$ cat config.mk
export PLATFORM = sky130hd
export DESIGN_NAME = eth_stats_counters
export DESIGN_NICKNAME = d
export VERILOG_FILES = /design/src/stats_pkg.sv /design/src/stat_counter64.sv /design/src/ahb_front.sv /design/src/eth_stats_counters.sv
export SDC_FILE = /design/constraint.sdc
export NUM_CORES = 1
export LEC_CHECK = 0
export ABC_AREA = 1
export BUFFER_PORTS_ARGS = -buffer_cell sky130_fd_sc_hd__buf_2
export CAP_MARGIN = 20
export CORE_UTILIZATION = 30
export DETAILED_ROUTE_END_ITERATION = 8
export GPL_ROUTABILITY_DRIVEN = 0
export PLACE_DENSITY = 0.5
export SYNTH_ARGS = -nofsm -noshare
export SYNTH_HDL_FRONTEND = slang
export SYNTH_HIERARCHICAL = 1
export SYNTH_SLANG_ARGS = --single-unit
$ cat constraint.sdc
create_clock -name clk -period 4.8 [get_ports clk]
set_input_delay 0.96 -clock clk [delete_from_list [all_inputs] [get_ports clk]]
set_output_delay 0.96 -clock clk [all_outputs]
set_load 0.05 [all_outputs]
$ cat src/stats_pkg.sv
// Shared register map, field positions and reset values of the statistics bank
package stats_pkg;

    // Register indices; byte address is four times the index
    localparam logic [11:0] IDX_TX_CTRL      = 12'h845;
    localparam logic [11:0] IDX_TX_STATUS    = 12'h846;
    localparam logic [11:0] IDX_INT_STATUS   = 12'h848;
    localparam logic [11:0] IDX_INT_MASK     = 12'h849;
    localparam logic [11:0] IDX_RX_MAX_SIZE  = 12'h84A;
    localparam logic [11:0] IDX_WORD_A       = 12'h84B;
    localparam logic [11:0] IDX_TX_PAY_LO    = 12'h860;
    localparam logic [11:0] IDX_TX_PAY_HI    = 12'h861;
    localparam logic [11:0] IDX_TX_FRM_LO    = 12'h862;
    localparam logic [11:0] IDX_TX_FRM_HI    = 12'h863;
    localparam logic [11:0] IDX_RX_RUNT_LO   = 12'h900;
    localparam logic [11:0] IDX_RX_RUNT_HI   = 12'h901;
    localparam logic [11:0] IDX_RX_LONG_LO   = 12'h902;
    localparam logic [11:0] IDX_RX_LONG_HI   = 12'h903;
    localparam logic [11:0] IDX_RX_CHECK_LO  = 12'h904;
    localparam logic [11:0] IDX_RX_CHECK_HI  = 12'h905;

    // Address slice that carries the word index
    localparam int          IDX_LSB          = 2;
    localparam int          IDX_MSB          = 13;

    // tx_counter_control fields
    localparam int          CTRL_CLR_ALL     = 0;
    localparam int          CTRL_PAR_CLR     = 1;
    localparam int          CTRL_SHADOW      = 2;
    // tx_counter_status fields
    localparam int          STAT_PAR_ERR     = 0;
    localparam int          STAT_PAUSED      = 1;
    // word_a field that turns transmit VLAN detection off
    localparam int          WORDA_VLAN_OFF   = 1;

    // Interrupt status and mask bits
    localparam int          INT_W            = 4;
    localparam int          INT_PARITY       = 0;
    localparam int          INT_RUNT         = 1;
    localparam int          INT_LONG         = 2;
    localparam int          INT_CHECK        = 3;

    // Frame figures
    localparam logic [15:0] RUNT_LIMIT       = 16'h0040;
    localparam logic [15:0] VLAN_ONE_BYTES   = 16'h0004;
    localparam logic [15:0] VLAN_TWO_BYTES   = 16'h0008;
    localparam logic [1:0]  VLAN_NONE        = 2'h0;
    localparam logic [1:0]  VLAN_SINGLE      = 2'h1;
    localparam logic [1:0]  VLAN_STACKED     = 2'h2;

    // Reset values
    localparam logic [15:0] RX_MAX_RST       = 16'h05EE;
    localparam logic [INT_W-1:0] INT_MASK_RST = 4'h0;
    localparam logic [31:0] WORD_A_RST       = 32'h0000_0000;

endpackage

$ cat src/stat_counter64.sv
// One 64-bit statistics counter with a stored parity bit
`timescale 1ns/1ps
module stat_counter64
    import stats_pkg::*;
(
    // Clock and reset
    input  wire logic        clk,
    input  wire logic        rst_n,
    // Control
    input  wire logic        clr,
    input  wire logic        inc_en,
    input  wire logic [15:0] inc_val,
    // State
    output logic      [63:0] value,
    output logic             par_err
);

    typedef struct packed {
        logic [63:0] cnt;
        logic        par;
    } cnt_state_t;

    cnt_state_t st_q;
    cnt_state_t st_d;

    always_comb begin
        st_d = st_q;
        // A bulk clear beats an increment arriving in the same cycle
        if (clr) begin
            st_d.cnt = 64'h0;
            st_d.par = 1'b0;
        end else if (inc_en) begin
            st_d.cnt = st_q.cnt + {48'h0, inc_val};
            st_d.par = ^st_d.cnt;
        end
    end

    always_ff @(posedge clk or negedge rst_n) begin
        if (!rst_n) begin
            st_q <= '0;
        end else begin
            st_q <= st_d;
        end
    end

    assign value   = st_q.cnt;
    // Stored parity against the word catches an upset in the counter bits
    assign par_err = (^st_q.cnt) ^ st_q.par;
endmodule // stat_counter64

$ cat src/ahb_front.sv
// AHB-Lite slave front end: address phase capture and zero-wait answer
`timescale 1ns/1ps
module ahb_front
    import stats_pkg::*;
(
    // Clock and reset
    input  wire logic        clk,
    input  wire logic        rst_n,
    // AHB-Lite address phase
    input  wire logic        hsel,
    input  wire logic [31:0] haddr,
    input  wire logic [1:0]  htrans,
    input  wire logic        hwrite,
    input  wire logic        hready,
    // AHB-Lite answer
    output logic             hreadyout,
    output logic             hresp,
    // Register side
    output logic             rd_req,
    output logic [11:0]      rd_idx,
    output logic             wr_req,
    output logic [11:0]      wr_idx
);

    typedef struct packed {
        logic        wr;
        logic [11:0] idx;
    } front_state_t;

    front_state_t st_q;
    front_state_t st_d;
    logic         take;

    // NONSEQ or SEQ both count as a transfer
    assign take = hsel && htrans[1] && hready;

    always_comb begin
        st_d     = st_q;
        st_d.wr  = take && hwrite;
        st_d.idx = take ? haddr[IDX_MSB:IDX_LSB] : st_q.idx;
    end

    always_ff @(posedge clk or negedge rst_n) begin
        if (!rst_n) begin
            st_q <= '0;
        end else begin
            st_q <= st_d;
        end
    end

    assign rd_req    = take && !hwrite;
    assign rd_idx    = haddr[IDX_MSB:IDX_LSB];
    assign wr_req    = st_q.wr;
    assign wr_idx    = st_q.idx;
    // Every access finishes with no wait and an OKAY response
    assign hreadyout = 1'b1;
    assign hresp     = 1'b0;

endmodule // ahb_front

$ cat src/eth_stats_counters.sv
// Ethernet statistics counter bank with transmit freeze and AHB-Lite access
//
// Functional notes
// - While the shadow bit is set, transmit counter reads show a frozen copy.
// - Status bit 1 reads high for as long as the shadow bit is set.
// - Writing one to control bit 1 clears the parity status; it self-clears.
// - Writing one to control bit 0 zeroes all transmit counters; it self-clears.
// - Status bit 0 sets on any transmit counter parity error and holds.
// - Control bits 31:3 and status bits 31:2 do nothing and read as zero.
// - Payload bytes add up only for frames with no length or check errors.
// - With VLAN detection off, payload counts add four or eight tag bytes.
// - Frame bytes add up only for frames with no length or check errors.
// - A received frame under 64 bytes with a CRC error counts as a runt.
// - A received oversized frame with a CRC error counts as a long frame.
// - The check error counter steps once for each cycle the check error input is high.
// - Each counter is 64 bits, read as low then high word at adjacent slots.
// - A received frame is oversized when longer than the programmed maximum.
`timescale 1ns/1ps
module eth_stats_counters
    import stats_pkg::*;
(
    // Clock and reset
    input  wire logic        clk,
    input  wire logic        rst_n,
    // AHB-Lite slave
    input  wire logic        hsel,
    input  wire logic [31:0] haddr,
    input  wire logic [1:0]  htrans,
    input  wire logic        hwrite,
    input  wire logic [2:0]  hsize,
    input  wire logic [31:0] hwdata,
    input  wire logic        hready,
    output logic             hreadyout,
    output logic             hresp,
    output logic      [31:0] hrdata,
    // Transmit frame events
    input  wire logic        tx_frame_done,
    input  wire logic [15:0] tx_frame_len,
    input  wire logic [15:0] tx_payload_len,
    input  wire logic [1:0]  tx_vlan_tags,
    input  wire logic        tx_fcs_err,
    input  wire logic        tx_undersize,
    input  wire logic        tx_oversize,
    input  wire logic        tx_len_err,
    // Receive frame events
    input  wire logic        rx_frame_done,
    input  wire logic [15:0] rx_frame_len,
    input  wire logic        rx_crc_err,
    input  wire logic        rx_fcs_error,
    // Interrupt
    output logic             irq
);

    typedef struct packed {
        logic              shadow;
        logic [63:0]       snap_pay;
        logic [63:0]       snap_frm;
        logic              par_sticky;
        logic [INT_W-1:0]  int_stat;
        logic [INT_W-1:0]  int_mask;
        logic [15:0]       rx_max;
        logic [31:0]       word_a;
        logic [31:0]       rdata;
    } bank_state_t;

    bank_state_t st_q;
    bank_state_t st_d;

    logic        rd_req;
    logic [11:0] rd_idx;
    logic        wr_req;
    logic [11:0] wr_idx;

    logic        wr_ctrl;
    logic        clr_all;
    logic        par_clr;
    logic        tx_good;
    logic        vlan_off;
    logic [15:0] vlan_extra;
    logic [15:0] pay_inc;
    logic        rx_runt;
    logic        rx_long;

    logic [63:0] live_pay;
    logic [63:0] live_frm;
    logic [63:0] cnt_runt;
    logic [63:0] cnt_long;
    logic [63:0] cnt_check;
    logic        perr_pay;
    logic        perr_frm;
    logic        perr_runt;
    logic        perr_long;
    logic        perr_check;
    logic        tx_perr;
    logic [63:0] rd_pay;
    logic [63:0] rd_frm;
    logic [INT_W-1:0] int_evt;

    ahb_front u_front (
        .clk       (clk),
        .rst_n     (rst_n),
        .hsel      (hsel),
        .haddr     (haddr),
        .htrans    (htrans),
        .hwrite    (hwrite),
        .hready    (hready),
        .hreadyout (hreadyout),
        .hresp     (hresp),
        .rd_req    (rd_req),
        .rd_idx    (rd_idx),
        .wr_req    (wr_req),
        .wr_idx    (wr_idx)
    );

    // Only word accesses are defined; narrower sizes are handled as words
    assign wr_ctrl  = wr_req && (wr_idx == IDX_TX_CTRL);
    assign clr_all  = wr_ctrl && hwdata[CTRL_CLR_ALL];
    assign par_clr  = wr_ctrl && hwdata[CTRL_PAR_CLR];

    assign tx_good  = tx_frame_done && !tx_fcs_err && !tx_undersize
                      && !tx_oversize && !tx_len_err;
    assign vlan_off = st_q.word_a[WORDA_VLAN_OFF];

    always_comb begin
        vlan_extra = 16'h0;
        if (vlan_off) begin
            case (tx_vlan_tags)
                VLAN_SINGLE:  vlan_extra = VLAN_ONE_BYTES;
                VLAN_STACKED: vlan_extra = VLAN_TWO_BYTES;
                default:      vlan_extra = 16'h0;
            endcase
        end
    end
    assign pay_inc  = tx_payload_len + vlan_extra;

    assign rx_runt  = rx_frame_done && rx_crc_err
                      && (rx_frame_len < RUNT_LIMIT);
    assign rx_long  = rx_frame_done && rx_crc_err
                      && (rx_frame_len > st_q.rx_max);

    stat_counter64 u_tx_pay (
        .clk     (clk),
        .rst_n   (rst_n),
        .clr     (clr_all),
        .inc_en  (tx_good),
        .inc_val (pay_inc),
        .value   (live_pay),
        .par_err (perr_pay)
    );

    stat_counter64 u_tx_frm (
        .clk     (clk),
        .rst_n   (rst_n),
        .clr     (clr_all),
        .inc_en  (tx_good),
        .inc_val (tx_frame_len),
        .value   (live_frm),
        .par_err (perr_frm)
    );

    stat_counter64 u_rx_runt (
        .clk     (clk),
        .rst_n   (rst_n),
        .clr     (1'b0),
        .inc_en  (rx_runt),
        .inc_val (16'h0001),
        .value   (cnt_runt),
        .par_err (perr_runt)
    );

    stat_counter64 u_rx_long (
        .clk     (clk),
        .rst_n   (rst_n),
        .clr     (1'b0),
        .inc_en  (rx_long),
        .inc_val (16'h0001),
        .value   (cnt_long),
        .par_err (perr_long)
    );

    stat_counter64 u_rx_check (
        .clk     (clk),
        .rst_n   (rst_n),
        .clr     (1'b0),
        .inc_en  (rx_fcs_error),
        .inc_val (16'h0001),
        .value   (cnt_check),
        .par_err (perr_check)
    );

    // Receive counter parity is not part of the transmit status word
    assign tx_perr = perr_pay || perr_frm;

    // The frozen copy is only shown, the live counters keep running
    assign rd_pay  = st_q.shadow ? st_q.snap_pay : live_pay;
    assign rd_frm  = st_q.shadow ? st_q.snap_frm : live_frm;

    assign int_evt = {rx_fcs_error, rx_long, rx_runt, tx_perr};

    always_comb begin
        st_d = st_q;

        // Freeze: both halves of every transmit counter copied together
        if (wr_ctrl) begin
            st_d.shadow = hwdata[CTRL_SHADOW];
            if (hwdata[CTRL_SHADOW] && !st_q.shadow) begin
                st_d.snap_pay = live_pay;
                st_d.snap_frm = live_frm;
            end
        end

        // Set wins over a clear in the same cycle
        if (tx_perr) begin
            st_d.par_sticky = 1'b1;
        end else if (par_clr) begin
            st_d.par_sticky = 1'b0;
        end

        if (wr_req && wr_idx == IDX_INT_STATUS) begin
            st_d.int_stat = st_q.int_stat & ~hwdata[INT_W-1:0];
        end
        st_d.int_stat = st_d.int_stat | int_evt;

        if (wr_req && wr_idx == IDX_INT_MASK) begin
            st_d.int_mask = hwdata[INT_W-1:0];
        end
        if (wr_req && wr_idx == IDX_RX_MAX_SIZE) begin
            st_d.rx_max = hwdata[15:0];
        end
        if (wr_req && wr_idx == IDX_WORD_A) begin
            st_d.word_a = hwdata;
        end

        // Read data is fetched in the address phase so it stands registered
        // through the data phase; unmapped slots read as zero
        if (rd_req) begin
            case (rd_idx)
                IDX_TX_CTRL:     st_d.rdata = {29'h0, st_q.shadow, 2'h0};
                IDX_TX_STATUS:   st_d.rdata = {30'h0, st_q.shadow,
                                               st_q.par_sticky};
                IDX_INT_STATUS:  st_d.rdata = {28'h0, st_q.int_stat};
                IDX_INT_MASK:    st_d.rdata = {28'h0, st_q.int_mask};
                IDX_RX_MAX_SIZE: st_d.rdata = {16'h0, st_q.rx_max};
                IDX_WORD_A:      st_d.rdata = st_q.word_a;
                IDX_TX_PAY_LO:   st_d.rdata = rd_pay[31:0];
                IDX_TX_PAY_HI:   st_d.rdata = rd_pay[63:32];
                IDX_TX_FRM_LO:   st_d.rdata = rd_frm[31:0];
                IDX_TX_FRM_HI:   st_d.rdata = rd_frm[63:32];
                IDX_RX_RUNT_LO:  st_d.rdata = cnt_runt[31:0];
                IDX_RX_RUNT_HI:  st_d.rdata = cnt_runt[63:32];
                IDX_RX_LONG_LO:  st_d.rdata = cnt_long[31:0];
                IDX_RX_LONG_HI:  st_d.rdata = cnt_long[63:32];
                IDX_RX_CHECK_LO: st_d.rdata = cnt_check[31:0];
                IDX_RX_CHECK_HI: st_d.rdata = cnt_check[63:32];
                default:         st_d.rdata = 32'h0;
            endcase
        end
    end

    always_ff @(posedge clk or negedge rst_n) begin
        if (!rst_n) begin
            st_q          <= '0;
            st_q.int_mask <= INT_MASK_RST;
            st_q.rx_max   <= RX_MAX_RST;
            st_q.word_a   <= WORD_A_RST;
        end else begin
            st_q <= st_d;
        end
    end

    assign hrdata = st_q.rdata;
    assign irq    = |(st_q.int_stat & st_q.int_mask);
endmodule // eth_stats_counters

==> out/qor.txt <==
die span in x - 414 µm
placed insts - 10,200
slowest CP cell - dfrtp_2
n_diodes - 0
CP Capture Point - u_tx_pay/st_q[0]
crit path launch - st_q[33]
Worst-path clk slew - 0.07 ns
reg2reg end - u_tx_pay/st_q[0]
core area - 168,000 µm²
Hold Vio Cnt, Final - 0
CP dominant cell by count - nand2_1
hpwl dp - 148 mm
routed via count - 50,700
actual slew at the worst max-slew pin - 1.16 ns
crit end category - flop
Cells after Synth - 8,185
flop2flop setup slack - 0.37 ns
Root Driver - clkbuf_16
vias in the first global route - 46,900
power density over the cells - 418 nW/µm²
Core Util, Final - 0.328
Starting Density - 0.303
maximum vdd drop - 0.421 mV
IO Port Bufs - 140
drt drc - 0
Non-Filler Instances - 10,300
Place WS - -0.416 ns
DRT iter0 DRCs - 4,682
status - finished clean
H-tree depth - 3
Synth Warn # - 6
layout cells sized above 1 - 0.107
global-route wire length before repair - 285 mm
area added between synthesis and finish - 8.23%
worst-skew pair later-pin latency - 0.70 ns
hold_buf cts - 0
setup violators final - 0
num ports - 167
reg2reg path depth - 34
largest net degree at the start of global routing - 257
FMAX - 226 MHz
post-route ant nets - 0
FP Rows - 150
final hold slack - 0.383 ns
leakage - 0.0287 µW
Via-to-Cell Ratio - 4.91
total global-route track usage - 0.213
routed len/inst - 18.1 µm
CTS tree - yes
Worst Setup Path Type - reg -> reg
Reg-to-Reg Start - st_q[33]
critical path startpoint category - flop
antenna violations before repair - 9
final net count - 8,406
hold crit path type - in -> async
Tmin final - 4.43 ns
fin crit share - 0.922
Worst Setup Slack, final - 0.374 ns
CP required - 5.39 ns
Num CTS Buffers - 76
Slew Limit Fails - 0
Die H - 414 µm
Final Skew - 0.0302 ns
MaxCap Viol Count - 0
Clock Sink Count - 553
Slew HR - 0.226
syn avg cell area - 6.23 µm²
die area - 172,000 µm²
Syn Std Cell Area - 51,000 µm²
crit path DAT - 5.01 ns
WL final - 187 mm
CTS max path bufs - 3
First-pass DRT Iterations - 7
CP Max Fanout - 8
Slowest Stage Delay on Critical Path - 0.43 ns
total congestion overflow - 0
-- report_power, final --
part	total (µW)	leakage, µW	internal [µW]	switching (µW)
Combinational	10800	0.0202	3900	6940
Sequential	5970	0.00725	5070	908
Clock	6260	0.00130	3740	2520
-- metal layers --
metal | up-vias | wire length [µm] | track usage
li1 | 25100 | - | -
met4 | 0 | 5190 | 0.0569
met3 | 235 | 9550 | 0.0210
met5 | - | 0 | 0
met2 | 1400 | 84700 | 0.345
met1 | 23900 | 87800 | 0.301
-- critical path, delay by kind of cell, from the launching register on --
family / cells / cell delay [ns]
XOR/XNOR: 1 / 0.27
AO/OA/AOI/OAI: 1 / 0.09
flip-flops: 1 / 0.43
buffers and inverters: 3 / 0.33
adder cells (fa/ha/maj): 3 / 0.59
AND/OR/NAND/NOR: 26 / 2.64
-- metrics by stage --
stage | power [µW] | cell area [µm²] | TNS, ns
finish | 23100 | 55200 | 0
floorplan | 13800 | 51200 | 0
global placement | 16600 | 52300 | -0.378
detailed placement | 16800 | 52300 | -0.416
global route | 24800 | 55200 | -0.0588
CTS | 23200 | 55000 | 0
-- timing repair --
action | in CTS | in global routing
buffers inserted | 0 | 3
resized for setup | 0 | 40
setup endpoints to repair | 0 | 1
endpoints found under the hold margin | 0 | 0
-- flip-flops by register name, summed over array words and instances (netlist names) --
register / cells
u_tx_pay/st_q: 1
u_tx_pay/value: 64
u_rx_runt/value: 64
u_tx_frm/value: 64
u_front/wr_idx: 12
u_rx_long/value: 64
u_rx_check/value: 64
st_q: 186
u_tx_frm/st_q: 1
u_front/wr_req: 1
hrdata: 32
-- how the worst min path moves through the flow --
stage | to | slack (ns) | depth (start not counted)
2_1_floorplan | u_front/wr_idx[7] | 0.44 | 2
3_3_place_gp | u_front/wr_idx[7] | 0.46 | 2
3_5_place_dp | hrdata[24] | 0.47 | 2
4_1_cts | u_rx_long/value[5] | 0.40 | 1
5_1_grt | u_rx_long/value[9] | 0.42 | 1
6_report | u_rx_long/value[9] | 0.38 | 1
-- area by class of cell --
cell class                      instances  area, µm²
Fill cell                           18300     113000
Multi-Input combinational cell       5974      29500
Sequential cell                       553      13900
Inverter                             1153       4330
Tap cell                             2204       2760
Clock buffer                          109       2190
Timing Repair Buffer                  297       2080
Clock inverter                         32        499
-- layout by cell type, fill, tap and decap left out, types with 88 or more instances in the layout --
master and instances:
o21ai_0 203, dfrtp_1 543, a21oi_1 88, nand4_1 99, nor2_1 480, xnor2_1 112, o22ai_1 243, nand2_1 2955
ha_1 210, buf_4 141, nand3_1 768, o21ai_1 177, nand2_2 167, inv_1 1059, buf_2 139
(Power assumes the default switching activity.)
